File: config.mk
export PLATFORM = sky130hd
export DESIGN_NAME = lcdcb_top
export DESIGN_NICKNAME = d
export VERILOG_FILES = /design/src/common/lcdcb_pkg.sv /design/src/logic/lcdcb_top.sv
export SDC_FILE = /design/constraint.sdc
export NUM_CORES = 1
export LEC_CHECK = 0
export ABC_AREA = 1
export BUFFER_PORTS_ARGS = -buffer_cell sky130_fd_sc_hd__buf_2
export CAP_MARGIN = 20
export CORE_MARGIN = 2
export CORE_UTILIZATION = 52
export CTS_CLUSTER_SIZE = 24
export DETAILED_ROUTE_END_ITERATION = 10
export PLACE_DENSITY = 0.83
export SLEW_MARGIN = 25
export SYNTH_ARGS = -nofsm -noshare
export SYNTH_HDL_FRONTEND = slang
export SYNTH_SLANG_ARGS = --single-unit
File: constraint.sdc
create_clock -name I_CLK -period 2.2 [get_ports I_CLK]
set_input_delay 0 -clock I_CLK [delete_from_list [all_inputs] [get_ports I_CLK]]
set_output_delay 0 -clock I_CLK [all_outputs]
set_load 0.05 [all_outputs]
File: src/common/lcdcb_pkg.sv
// Package: constants for the segment display driver serial front end
package lcdcb_pkg;

  // ==========================================================
  // Slave address
  localparam logic [5:0] SLAVE_ADDR_HI  = 6'h1c;  // 0111 00x
  localparam int         SLAVE_BITS     = 8;

  // ==========================================================
  // Control byte fields
  localparam int CTRL_CONT_POS = 7;
  localparam int CTRL_RS_POS   = 6;

  // ==========================================================
  // Command opcodes
  localparam logic [3:0] OP_MODE_SET   = 4'hc;   // 1100
  localparam logic [4:0] OP_DEV_SELECT = 5'h1c;  // 11100
  localparam logic [5:0] OP_BANK_SEL   = 6'h3e;  // 111110
  localparam logic [4:0] OP_BLINK_SEL  = 5'h1e;  // 11110
  localparam int         MODE_EN_POS   = 3;
  localparam int         MODE_BIAS_POS = 2;
  localparam int         BANK_IN_POS   = 1;
  localparam int         BANK_OUT_POS  = 0;
  localparam int         BLINK_ALT_POS = 2;
  localparam logic [6:0] PTR_MAX       = 7'h3b;  // 59

  // ==========================================================
  // Drive modes
  typedef enum logic [1:0]
  {
    DRV_FOUR   = 2'b00,
    DRV_STATIC = 2'b01,
    DRV_TWO    = 2'b10,
    DRV_THREE  = 2'b11
  } lcdcb_drive_t;

  // ==========================================================
  // Blink dividers
  localparam int BLINK_DIV1 = 768;
  localparam int BLINK_DIV2 = 1536;
  localparam int BLINK_DIV3 = 3072;

  // ==========================================================
  // Reset values
  localparam logic [1:0] RST_DRIVE  = 2'b00;
  localparam logic       RST_ENABLE = 1'b0;

  // ==========================================================
  // Serial receiver states
  typedef enum logic [1:0]
  {
    RX_IDLE = 2'b00,
    RX_ADDR = 2'b01,
    RX_CTRL = 2'b10,
    RX_BODY = 2'b11
  } lcdcb_rx_t;

endpackage

File: src/logic/lcdcb_top.sv
// Top: serial slave, command decoder, bank selectors and blinker
// Function
// - Four-backplane mode presents rows 0,1,2,3 repeating.
// - Three-backplane cycles rows 0-2; on the lower output bank two-backplane cycles 0-1 and static holds row 0.
// - Frame sync forces row sequence to last row of the mode.
// - Output bank switch shows row 2 static, rows 2-3 two-backplane.
// - Input bank switch writes row 2 static, rows 2-3 two-backplane.
// - Input and output bank selections are independent settings.
// - Blink divides display clock by 768, 1536, 3072; off disables.
// - Alternating-bank blink swaps displayed bank at each blink toggle.
// - Display enable clear blanks display, set restores it.
// - Slave receiver only; only the acknowledge is driven.
// - Answers address 0111 00x with bit 1 matching the strap.
// - Read requests are not answered; master sends write bit zero.
// - Mismatched address ignores transfer until next start.
// - Control byte bit 7 continue, bit 6 selects command or data.
// - Addressed devices acknowledge every command and control byte.
// - Display bytes acknowledged only when subaddress counter matches strap.
// - Display byte stored at pointer, then pointer advances; subaddress advances when pointer passes 59.
// - Decoder classifies five commands by leading bits and applies fields.
// - Mode set 1100, enable, bias, drive mode field.
// - Load pointer bit 7 clear; device select 11100 loads subaddress.
// - Bank select 111110 ignored in three- and four-backplane modes.
// - Blink select 11110; alternating only in static or two-backplane.
module lcdcb_top
  import lcdcb_pkg::*;
#(
  parameter int CLK_PER_DISP = 1
)
(
  // Clock and reset
  input  wire logic       I_CLK,
  input  wire logic       I_RST,
  // Serial bus, already filtered and synchronous
  input  wire logic       i_scl,
  input  wire logic       i_sda,
  output logic            o_sda_oe,
  output logic            o_sda_out,
  // Straps and display timing
  input  wire logic       i_addr_select_pin,
  input  wire logic [2:0] i_subaddress_pin,
  input  wire logic       i_disp_tick,
  input  wire logic       i_frame_sync,
  // Display side
  output logic [1:0]      o_row_sel,
  output logic            o_row_step,
  output logic            o_display_on,
  output logic            o_bias_half,
  output logic [1:0]      o_drive_mode,
  output logic            o_ram_we,
  output logic [6:0]      o_ram_addr,
  output logic [7:0]      o_ram_data,
  output logic            o_ram_bank_hi
);

  // ==========================================================
  // Bus condition detection
  logic scl_d_reg;
  logic sda_d_reg;
  wire  start_cond = scl_d_reg & i_scl & sda_d_reg & ~i_sda;
  wire  stop_cond  = scl_d_reg & i_scl & ~sda_d_reg & i_sda;
  wire  scl_rise   = ~scl_d_reg & i_scl;
  wire  scl_fall   = scl_d_reg & ~i_scl;

  always_ff @(posedge I_CLK or posedge I_RST)
  begin
    if (I_RST)
    begin
      scl_d_reg <= 1'b1;
      sda_d_reg <= 1'b1;
    end
    else
    begin
      scl_d_reg <= i_scl;
      sda_d_reg <= i_sda;
    end
  end

  // ==========================================================
  // Byte receiver
  lcdcb_rx_t  rx_state_reg;
  lcdcb_rx_t  rx_state_next;
  logic [7:0] shift_reg;
  logic [3:0] bit_cnt_reg;
  logic       ack_phase_reg;
  logic       ack_drive_reg;
  logic       last_ctrl_reg;
  logic       data_mode_reg;
  logic [2:0] sub_cnt_reg;

  wire [7:0] byte_in   = {shift_reg[6:0], i_sda};
  wire       byte_done = scl_rise & ~ack_phase_reg & (bit_cnt_reg == 4'h7);
  wire       addr_hit  = (byte_in[7:2] == SLAVE_ADDR_HI)
                         & (byte_in[1] == i_addr_select_pin)
                         & ~byte_in[0];
  wire       sub_match = (sub_cnt_reg == i_subaddress_pin);

  // Which bytes earn an acknowledge; the idle state stays silent
  wire       ack_want  = (rx_state_reg == RX_ADDR) ? addr_hit :
                         (rx_state_reg == RX_CTRL) ? 1'b1 :
                         (rx_state_reg == RX_BODY) & (~data_mode_reg | sub_match);

  always_comb
  begin
    rx_state_next = rx_state_reg;
    if (byte_done)
    begin
      unique case (rx_state_reg)
        RX_IDLE: rx_state_next = RX_IDLE;
        RX_ADDR: rx_state_next = addr_hit ? RX_CTRL : RX_IDLE;
        RX_CTRL: rx_state_next = RX_BODY;
        RX_BODY: rx_state_next = last_ctrl_reg ? RX_BODY : RX_CTRL;
      endcase
    end
    if (stop_cond)
      rx_state_next = RX_IDLE;
    if (start_cond)
      rx_state_next = RX_ADDR;
  end

  always_ff @(posedge I_CLK or posedge I_RST)
  begin
    if (I_RST)
    begin
      rx_state_reg  <= RX_IDLE;
      shift_reg     <= 8'h00;
      bit_cnt_reg   <= 4'h0;
      ack_phase_reg <= 1'b0;
      ack_drive_reg <= 1'b0;
      last_ctrl_reg <= 1'b0;
      data_mode_reg <= 1'b0;
    end
    else
    begin
      rx_state_reg <= rx_state_next;
      if (start_cond | stop_cond)
      begin
        bit_cnt_reg   <= 4'h0;
        ack_phase_reg <= 1'b0;
        ack_drive_reg <= 1'b0;
        last_ctrl_reg <= 1'b0;
      end
      else if (byte_done)
      begin
        bit_cnt_reg   <= 4'h0;
        ack_phase_reg <= 1'b1;
        ack_drive_reg <= ack_want;
        if (rx_state_reg == RX_CTRL)
        begin
          last_ctrl_reg <= ~byte_in[CTRL_CONT_POS];
          data_mode_reg <= byte_in[CTRL_RS_POS];
        end
      end
      else if (scl_rise & ~ack_phase_reg)
      begin
        shift_reg   <= byte_in;
        bit_cnt_reg <= bit_cnt_reg + 4'h1;
      end
      // Ack slot: first fall opens it, second closes it, acked or not
      else if (scl_fall & ack_phase_reg & (bit_cnt_reg == 4'h0))
        bit_cnt_reg <= 4'h1;
      else if (scl_fall & ack_phase_reg)
      begin
        bit_cnt_reg   <= 4'h0;
        ack_phase_reg <= 1'b0;
        ack_drive_reg <= 1'b0;
      end
    end
  end

  // Ack output: drive low only; nothing else ever goes onto the bus
  always_ff @(posedge I_CLK or posedge I_RST)
  begin
    if (I_RST)
    begin
      o_sda_oe  <= 1'b0;
      o_sda_out <= 1'b0;
    end
    else
    begin
      o_sda_out <= 1'b0;
      if (start_cond | stop_cond)
        o_sda_oe <= 1'b0;
      else if (scl_fall & ack_phase_reg)
        o_sda_oe <= (bit_cnt_reg == 4'h0) & ack_drive_reg;
    end
  end

  wire body_byte = byte_done & (rx_state_reg == RX_BODY);
  wire cmd_byte  = body_byte & ~data_mode_reg;
  wire data_byte = body_byte & data_mode_reg;

  // ==========================================================
  // Command decoder and control state
  logic [1:0] drive_reg;
  logic       enable_reg;
  logic       bias_reg;
  logic [6:0] ptr_reg;
  logic       in_bank_reg;
  logic       out_bank_reg;
  logic       blink_alt_reg;
  logic [1:0] blink_rate_reg;

  wire is_mode  = cmd_byte & (byte_in[7:4] == OP_MODE_SET);
  wire is_ptr   = cmd_byte & ~byte_in[7];
  wire is_dev   = cmd_byte & (byte_in[7:3] == OP_DEV_SELECT);
  wire is_bank  = cmd_byte & (byte_in[7:2] == OP_BANK_SEL);
  wire is_blink = cmd_byte & (byte_in[7:3] == OP_BLINK_SEL);
  wire low_mux  = (drive_reg == DRV_STATIC) | (drive_reg == DRV_TWO);

  // Pointer step per display byte, stored or not, depends on drive mode
  function automatic logic [6:0] ptr_step(input logic [1:0] m);
    unique case (m)
      DRV_STATIC: ptr_step = 7'h08;
      DRV_TWO:    ptr_step = 7'h04;
      DRV_THREE:  ptr_step = 7'h03;
      DRV_FOUR:   ptr_step = 7'h02;
    endcase
  endfunction

  wire [7:0] ptr_sum  = {1'b0, ptr_reg} + {1'b0, ptr_step(drive_reg)};
  wire       ptr_wrap = ptr_sum > {1'b0, PTR_MAX};

  always_ff @(posedge I_CLK or posedge I_RST)
  begin
    if (I_RST)
    begin
      drive_reg      <= RST_DRIVE;
      enable_reg     <= RST_ENABLE;
      bias_reg       <= 1'b0;
      ptr_reg        <= 7'h00;
      sub_cnt_reg    <= 3'h0;
      in_bank_reg    <= 1'b0;
      out_bank_reg   <= 1'b0;
      blink_alt_reg  <= 1'b0;
      blink_rate_reg <= 2'b00;
    end
    else
    begin
      if (is_mode)
      begin
        enable_reg <= byte_in[MODE_EN_POS];
        bias_reg   <= byte_in[MODE_BIAS_POS];
        drive_reg  <= byte_in[1:0];
      end
      if (is_ptr)
        ptr_reg <= byte_in[6:0];
      else if (data_byte)
      begin
        ptr_reg <= ptr_wrap ? 7'h00 : ptr_sum[6:0];
        if (ptr_wrap)
          sub_cnt_reg <= sub_cnt_reg + 3'h1;
      end
      if (is_dev)
        sub_cnt_reg <= byte_in[2:0];
      if (is_bank & low_mux)
      begin
        in_bank_reg  <= byte_in[BANK_IN_POS];
        out_bank_reg <= byte_in[BANK_OUT_POS];
      end
      if (is_blink)
      begin
        blink_alt_reg  <= byte_in[BLINK_ALT_POS];
        blink_rate_reg <= byte_in[1:0];
      end
    end
  end

  // ==========================================================
  // Display RAM write port
  always_ff @(posedge I_CLK or posedge I_RST)
  begin
    if (I_RST)
    begin
      o_ram_we      <= 1'b0;
      o_ram_addr    <= 7'h00;
      o_ram_data    <= 8'h00;
      o_ram_bank_hi <= 1'b0;
    end
    else
    begin
      o_ram_we      <= data_byte & sub_match;
      o_ram_addr    <= ptr_reg;
      o_ram_data    <= byte_in;
      o_ram_bank_hi <= in_bank_reg & low_mux;
    end
  end

  // ==========================================================
  // Blinker: counts display clock ticks, toggles phase every half divider
  logic [11:0] blink_cnt_reg;
  logic        blink_phase_reg;
  logic [11:0] blink_half;
  always_comb
  begin
    unique case (blink_rate_reg)
      2'b01:   blink_half = 12'(BLINK_DIV1 / 2);
      2'b10:   blink_half = 12'(BLINK_DIV2 / 2);
      2'b11:   blink_half = 12'(BLINK_DIV3 / 2);
      default: blink_half = 12'h000;
    endcase
  end
  wire blink_on   = (blink_rate_reg != 2'b00);
  wire blink_wrap = i_disp_tick & (blink_cnt_reg >= blink_half - 12'h001);

  always_ff @(posedge I_CLK or posedge I_RST)
  begin
    if (I_RST)
    begin
      blink_cnt_reg   <= 12'h000;
      blink_phase_reg <= 1'b0;
    end
    else if (~blink_on)
    begin
      blink_cnt_reg   <= 12'h000;
      blink_phase_reg <= 1'b0;
    end
    else if (blink_wrap)
    begin
      blink_cnt_reg   <= 12'h000;
      blink_phase_reg <= ~blink_phase_reg;
    end
    else if (i_disp_tick)
      blink_cnt_reg <= blink_cnt_reg + 12'h001;
  end

  // ==========================================================
  // Output bank selector: row sequencer
  logic [1:0] phase_reg;
  wire  [1:0] last_row = (drive_reg == DRV_FOUR)  ? 2'd3 :
                         (drive_reg == DRV_THREE) ? 2'd2 :
                         (drive_reg == DRV_TWO)   ? 2'd1 : 2'd0;
  wire        alt_swap = blink_alt_reg & blink_phase_reg & low_mux;
  wire        out_hi   = low_mux & (out_bank_reg ^ alt_swap);
  wire  [1:0] phase_ok = (phase_reg > last_row) ? 2'h0 : phase_reg;
  wire  [1:0] phase_nx = (phase_ok >= last_row) ? 2'h0 : phase_ok + 2'h1;
  wire  [1:0] row_now  = out_hi ? {1'b1, phase_ok[0]} : phase_ok;
  // Normal blink blanks in the off phase; alternate-bank blink does not blank in static or two-backplane modes
  wire        blank    = ~enable_reg | (blink_on & blink_phase_reg & ~alt_swap);

  always_ff @(posedge I_CLK or posedge I_RST)
  begin
    if (I_RST)
    begin
      phase_reg    <= 2'd0;
      o_row_sel    <= 2'd0;
      o_row_step   <= 1'b0;
      o_display_on <= 1'b0;
      o_bias_half  <= 1'b0;
      o_drive_mode <= RST_DRIVE;
    end
    else
    begin
      if (i_frame_sync)
        phase_reg <= last_row;
      else if (i_disp_tick)
        phase_reg <= phase_nx;
      o_row_sel    <= row_now;
      o_row_step   <= i_disp_tick | i_frame_sync;
      o_display_on <= ~blank;
      o_bias_half  <= bias_reg;
      o_drive_mode <= drive_reg;
    end
  end

endmodule

==> metrics.cfg, run 1 <==
[detailed_routing]
postRouteAntennaNets = 0
viasPerCell = 5.297
wl_mm = 8.579
post_drt_wl_per_cell_microns = 14.13
drc = 0
vias = 3215
drtPass1Iterations = 5
drt_iter0_drc = 259

[power]
peakVddDrop_v = 0.0004012
finalPower_uw = 3410
power.density_mw_per_mm2 = 691.1
power.leakage_uw = 0.002416

[logic_synthesis]
synth_common_cells = 96 x nand2_1, 76 x dfrtp_1, 46 x inv_1, 29 x nor2_1, 29 x o21ai_0
yosysMostFrequentCell = nand2_1
synth_area_sq_mm = 0.003970
synth_top_area_share_pct = 47.90
ys.flop_type = dfrtp_1
synth_nets = 468
synth_edf_count = 0
async_flop_share_pct = 100.0
synthesis.instances = 433
syn_area_per_cell_sq_um = 9.169
ys_warn_count = 0
synth.top_cells.by_area = dfrtp_1 48%, nand2_1 9.1%, ha_1 7.6%
seq_area_frac_synth_pct = 49.23
ys_ff_latch = 78
ys_types = 42
synth_top_area_cell = dfrtp_1

[worst_setup_path]
worst_setup_path_start_kind = flip-flop
cp_max_fo = 4
critical-path-slowest-cell = dfrtp_1
path_cells = inv_2 > ha_4 > or2_4 > ha_4 > nand2_4 > nand2_4 > nand2_4 > ha_4 > inv_2 > nand2_2 > a211oi_4 > nand3_1 > o21ai_1
worstSetupStartpoint = drive_reg[0]
cp_slowest_stage_delay_ps = 410
cp_data_required_time_ps = 2470
worstPathBufferInverterCount = 2
worstSetupPathType = flip-flop to flip-flop
crit-reg2reg-launch = drive_reg[0]
cp.arrival_ps = 2480
crit_path_end_kind = flip-flop
cp_top_family = adder cells
r2r_setup_slack_ps = -10

[hold_path]
hold_start = i_disp_tick
hold_path_class = input port to flip-flop

[floorplanning]
rows = 31
fp.dieArea_sq_mm = 0.008349
io_pins = 36
initial_core_util_pct = 54.16
die_h_microns = 91.38
die_w_microns = 91.38
core_sq_mm = 0.007331

[grt]
grt_overflow_total = 0
grt_pass1_vias = 3134
grt_max_degree = 79
antenna_found_initial = 0
grt_usage_pct = 21.74
grt_first_pass_wirelength_mm = 14.41

[sta]
layout_setup_ws_ps = -14.56
hold_violations = 0
min_period_over_period_pct = 100.7
fmax_mhz = 451.6
finalClockSkew_ps = 6.653
rsz0062_at_grt = true
setup_viol = 2
slew_viol_final = 0
period_needed_ps = 2215
hold_slack_ps = 70.55

[run_status]
status = finished, violations left
violations = negative setup slack

[cells_and_area]
final_cells = 607
largest_reg_flops = 12
diodes = 0
drive_above_1_share_pct = 28.15
area_growth_pct = 24.30
fin_nets = 538
post-route-util_pct = 67.32

[clocking]
clock_latency_ps = 350
cts_sinks = 78
clk_pin_slew_ps = 80
clock_path_buffers = 2
cts_tree = yes
cts_buffers = 9
cts_root_buf = clkbuf_8
cts_max_level = 3

[flow_run]
maxCapViolations = 0

[place]
portBuffers = 34
pre_cts_slack_ps = -121.6
dp_cells = 574
dp_hpwl_mm = 5.682
gp_congestion = 0.8854

==> layer usage <==
| layer | up-vias | GRT usage [%] | share of wire [%] |
|---|---|---|---|
| li1 | 1562 | - | - |
| met1 | 1542 | 28.49 | 44 |
| met2 | 94 | 34.44 | 49 |
| met3 | 17 | 3.734 | 4.0 |
| met4 | 0 | 11.74 | 2.3 |
| met5 | - | 0 | 0 |
==> cells by family after synthesis <==
group / after synthesis / synth area share, %
simple gates: 204 / 25.65
flops: 78 / 49.23
buf+inv: 55 / 5.515
compound gates: 51 / 7.217
fa+ha+maj: 25 / 8.068
xor+xnor: 18 / 3.971
other cells: 1 / 0.09446
mux: 1 / 0.2521
==> layout by cell type, fill, tap and decap left out, types with 3 or more instances in the layout <==
master / count
buf_6: 3
a21oi_1: 7
nand2_1: 87
nand3_2: 9
nor3_1: 8
buf_4: 18
xor2_1: 11
o22ai_1: 3
o21ai_0: 28
nor2_4: 5
xnor2_1: 6
nand3_1: 22
nor2_1: 29
nand2_2: 11
ha_4: 8
nand2_4: 10
buf_2: 34
dfrtp_1: 75
ha_1: 13
inv_1: 39
clkinv_2: 3
nand4_1: 15
ha_2: 3
inv_2: 10
clkbuf_8: 13
dlygate4sd3_1: 7
==> what timing repair did <==
action	in CTS	in global routing
hold endpoints to repair	85	0
setup buffers	2	8
endpoints found under the setup margin	11	21
pin swaps	9	8
hold buffers	7	0
gates resized for setup	16	28
==> report_power, final <==
group | switching (uW) | internal (uW)
logic | 408 | 183
registers | 115 | 1550
clock network | 509 | 645
total | 1030 | 2380
==> stage by stage <==
stage               setup TNS, ps  cell area, sq um
floorplan                       0              4005
global placement           -10.82              4375
detailed placement         -559.5              4375
CTS                             0              4766
global route               -724.1              4935
finish                     -23.86              4935
==> path summary, 6_finish.rpt <==
check,end,cells after the start
min,blink_cnt_reg[0],3
max reg2reg,phase_reg[1],13
min in group asynchronous,blink_cnt_reg[6],4
min reg2reg,o_bias_half,0
max in group asynchronous,sda_d_reg,4
max,phase_reg[1],13
==> cell type report <==
cell class                 instances  area (sq um)
clock buffer                      13         178.9
clock inverter                     3         40.04
fill                             527          2396
inverter                          51         195.2
multi-input combinational        300          2012
sequential                        78          1956
tap                               99         123.9
timing repair buffer              63         429.2
==> worst min-delay path, stage by stage <==
cell	delay [ps]
buf_2	190
xnor2_1	160
nor2_1	40
Note: power is estimated with default switching activity, not from simulation.
==> run 2: changes to the inputs <==
- ABC_AREA: 1 -> unset
==> run 2 against run 1 <==
Net effect: the run still ends with negative setup slack left; largest cell class unchanged; hold slack got worse by 51 ps; clock power rose by 22%; non-clock buffer count up 15; sequential power grew 7%; fmax shrank 15%; core utilization rose by 1.7 points; routed wire length decreased by 0.33%; sequential cell count unchanged; sequential share of layout area is 0.13 points lower; die area is 3.5% lower; setup slack worse by 400 ps; register-to-register slack lost 400 ps.
==> metrics.cfg, run 2 <==
[run_status]
status = finished, violations left  ; unchanged
violations = negative setup slack  ; unchanged

[logic_synthesis]
synth_top_area_share_pct = 49.74  ; was 47.90%
synthesis.instances = 354  ; was 433
synth_area_sq_mm = 0.003824  ; was 0.003970 sq mm
ys_types = 58  ; was 42
synth_top_area_cell = dfrtp_1  ; unchanged
synth_edf_count = 0  ; unchanged
async_flop_share_pct = 100.0  ; unchanged
yosysMostFrequentCell = dfrtp_1  ; was nand2_1
seq_area_frac_synth_pct = 51.11  ; was 49.23%
syn_area_per_cell_sq_um = 10.80  ; was 9.169 sq um
synth_common_cells = 76 x dfrtp_1, 43 x nand2_1, 24 x ha_1, 21 x nor2_1  ; was 96 x nand2_1, 76 x dfrtp_1, 46 x inv_1, 29 x nor2_1, 29 x o21ai_0
ys_ff_latch = 78  ; unchanged
ys.flop_type = dfrtp_1  ; unchanged
synth.top_cells.by_area = dfrtp_1 50%, ha_1 7.9%, mux2_2 4.7%  ; was dfrtp_1 48%, nand2_1 9.1%, ha_1 7.6%
synth_nets = 389  ; was 468
ys_warn_count = 0  ; unchanged

[sta]
finalClockSkew_ps = 14.78  ; was 6.653 ps
rsz0062_at_grt = true  ; unchanged
setup_viol = 11  ; was 2
slew_viol_final = 0  ; unchanged
hold_violations = 0  ; unchanged
min_period_over_period_pct = 118.9  ; was 100.7%
layout_setup_ws_ps = -415.1  ; was -14.56 ps
period_needed_ps = 2615  ; was 2215 ps
fmax_mhz = 382.4  ; was 451.6 MHz
hold_slack_ps = 19.52  ; was 70.55 ps

[cells_and_area]
largest_reg_flops = 12  ; unchanged
post-route-util_pct = 69.00  ; was 67.32%
layout_commonest_cell = dfrtp_1  ; was nand2_1
fin_nets = 471  ; was 538
nFillCells = 493  ; was 527
layout_common_cells = 75 x dfrtp_1, 40 x nand2_1, 36 x buf_4  ; was 87 x nand2_1, 75 x dfrtp_1, 39 x inv_1
drive_above_1_share_pct = 34.24  ; was 28.15%
diodes = 0  ; unchanged
area_growth_pct = 29.48  ; was 24.30%

[clocking]
clock_latency_ps = 360  ; was 350 ps
cts_buffers = 9  ; unchanged
clk_pin_slew_ps = 80  ; about the same
cts_tree = yes  ; unchanged
cts_max_level = 3  ; unchanged
cts_root_buf = clkbuf_8  ; unchanged
clock_path_buffers = 2  ; unchanged
cts_sinks = 78  ; unchanged

[grt]
grt_max_degree = 79  ; unchanged
grt_usage_pct = 22.02  ; was 21.74%
grt_pass1_vias = 2986  ; was 3134
grt_first_pass_wirelength_mm = 14.25  ; was 14.41 mm
grt_overflow_total = 0  ; unchanged
antenna_found_initial = 0  ; unchanged

[detailed_routing]
wl_mm = 8.551  ; was 8.579 mm
drtPass1Iterations = 4  ; was 5
post_drt_wl_per_cell_microns = 15.84  ; was 14.13 microns
drt_iter0_drc = 195  ; was 259
drc = 0  ; unchanged
vias = 2986  ; was 3215
viasPerCell = 5.530  ; was 5.297
postRouteAntennaNets = 0  ; unchanged

[worst_setup_path]
r2r_setup_slack_ps = -420  ; was -10 ps
crit_path_end_kind = flip-flop  ; unchanged
worstSetupPathType = flip-flop to flip-flop  ; unchanged
worst_setup_path_start_kind = flip-flop  ; unchanged
cp.arrival_ps = 2860  ; was 2480 ps
cp_max_fo = 3  ; was 4
rr_worst_depth = 10  ; was 13
cp_data_required_time_ps = 2450  ; was 2470 ps

[place]
gp_congestion = 0.8716  ; was 0.8854
portBuffers = 34  ; unchanged
dp_hpwl_mm = 5.638  ; was 5.682 mm

[floorplanning]
initial_core_util_pct = 53.29  ; was 54.16%
die_w_microns = 89.75  ; was 91.38 microns
rows = 31  ; unchanged
fp.dieArea_sq_mm = 0.008055  ; was 0.008349 sq mm
core_sq_mm = 0.007176  ; was 0.007331 sq mm
die_h_microns = 89.75  ; was 91.38 microns
io_pins = 36  ; unchanged

[power]
power.leakage_uw = 0.002283  ; was 0.002416 uW
power.density_mw_per_mm2 = 776.0  ; was 691.1 mW/mm^2
peakVddDrop_v = 0.0005191  ; was 0.0004012 V

[hold_path]
holdPathStages = 4  ; was 3
hold_path_class = input port to flip-flop  ; unchanged

[flow_run]
maxCapViolations = 0  ; unchanged

[run 2: cell types whose count changed after synthesis, moves of 6 or more]
cell / change
nand2_1: -53
nor3_1: +8
mux2_2: +16
nand4_1: -9
nor2_1: -8
inv_1: -32
o21ai_0: -13
nand3_1: -12
nand2_2: -6
[run 2: final cells by class]
| type | instances | area (sq um) | share of cell area (%) |
|---|---|---|---|
| multi-input combinational | 254 | 2021 | 40.81 |
| sequential | 78 | 1956 | 39.50 |
| timing repair buffer | 78 | 531.8 | 10.74 |
| clock inverter | 6 | 133.9 | 2.704 |
| clock buffer | 10 | 127.6 | 2.578 |
| tap | 99 | 123.9 | 2.502 |
| inverter | 15 | 57.56 | 1.162 |
[run 2: final timing paths]
check	end	start
setup / recovery	sub_cnt_reg[2]	drive_reg[0]
hold / removal	o_ram_we	i_subaddress_pin[2]
setup reg to reg	sub_cnt_reg[2]	drive_reg[0]
hold reg to reg	o_bias_half	bias_reg
max in group asynchronous	scl_d_reg	I_RST
min in group asynchronous	blink_cnt_reg[7]	I_RST
[run 2: where the power goes]
| part | total (uW) | internal, uW | leakage, uW | switching [uW] |
|---|---|---|---|---|
| Combinational | 646 | 221 | 0.00116 | 425 |
| Sequential | 1790 | 1590 | 0.000993 | 207 |
| Clock | 1400 | 869 | 0.000130 | 533 |
| Total | 3840 | 2680 | 0.00228 | 1160 |
[run 2: cell families (layout without fill, tap and decap cells)]
| group | count (synthesis) | count (layout) | synth area share (%) |
|---|---|---|---|
| buf+inv | 22 | 109 | 2.421 |
| mux | 19 | 19 | 5.497 |
| xor+xnor | 17 | 17 | 3.894 |
| compound gates | 55 | 55 | 9.392 |
| fa+ha+maj | 25 | 25 | 8.377 |
| other cells | 1 | 1 | 0.09807 |
| flops | 78 | 78 | 51.11 |
| simple gates | 137 | 137 | 19.21 |
[run 2: repair_timing]
action,4_1_cts,5_1_grt
setup buffers,6,5
pin swaps,16,11
gates resized for setup,13,13
hold endpoints to repair,87,0
hold buffers,6,0
setup endpoints to repair,11,20
[run 2: metrics by stage]
stage / setup TNS [ps] / setup slack (ps) / total power [uW] / instance area, sq um / cells
2_1_floorplan: -968.5 / -240.8 / 2220 / 3961 / 354
3_3_place_gp: -1692 / -252.6 / 2408 / 4434 / 507
3_5_place_dp: -2883 / -387.2 / 2429 / 4434 / 507
4_1_cts: -2726 / -366.0 / 3847 / 4851 / 535
5_1_grt: -4422 / -498.9 / 3993 / 4951 / 540
6_report: -3403 / -415.1 / 3842 / 4951 / 540
[run 2: worst max-delay path, cell delays in order (launching register included)]
cell	delay (ps)
dfrtp_1	440
buf_4	160
ha_1	190
ha_2	190
fa_2	410
xor2_2	200
nand3_2	110
nor3_4	260
o211ai_1	130
xnor2_1	150
mux2_2	260
[run 2: metal layers]
metal,wire length [microns],vias up,global-route usage [%]
met5,0,-,0
met2,4153,73,36.55
li1,-,1420,-
met4,252,0,9.359
met3,369,26,4.275
met1,3775,1467,28.44
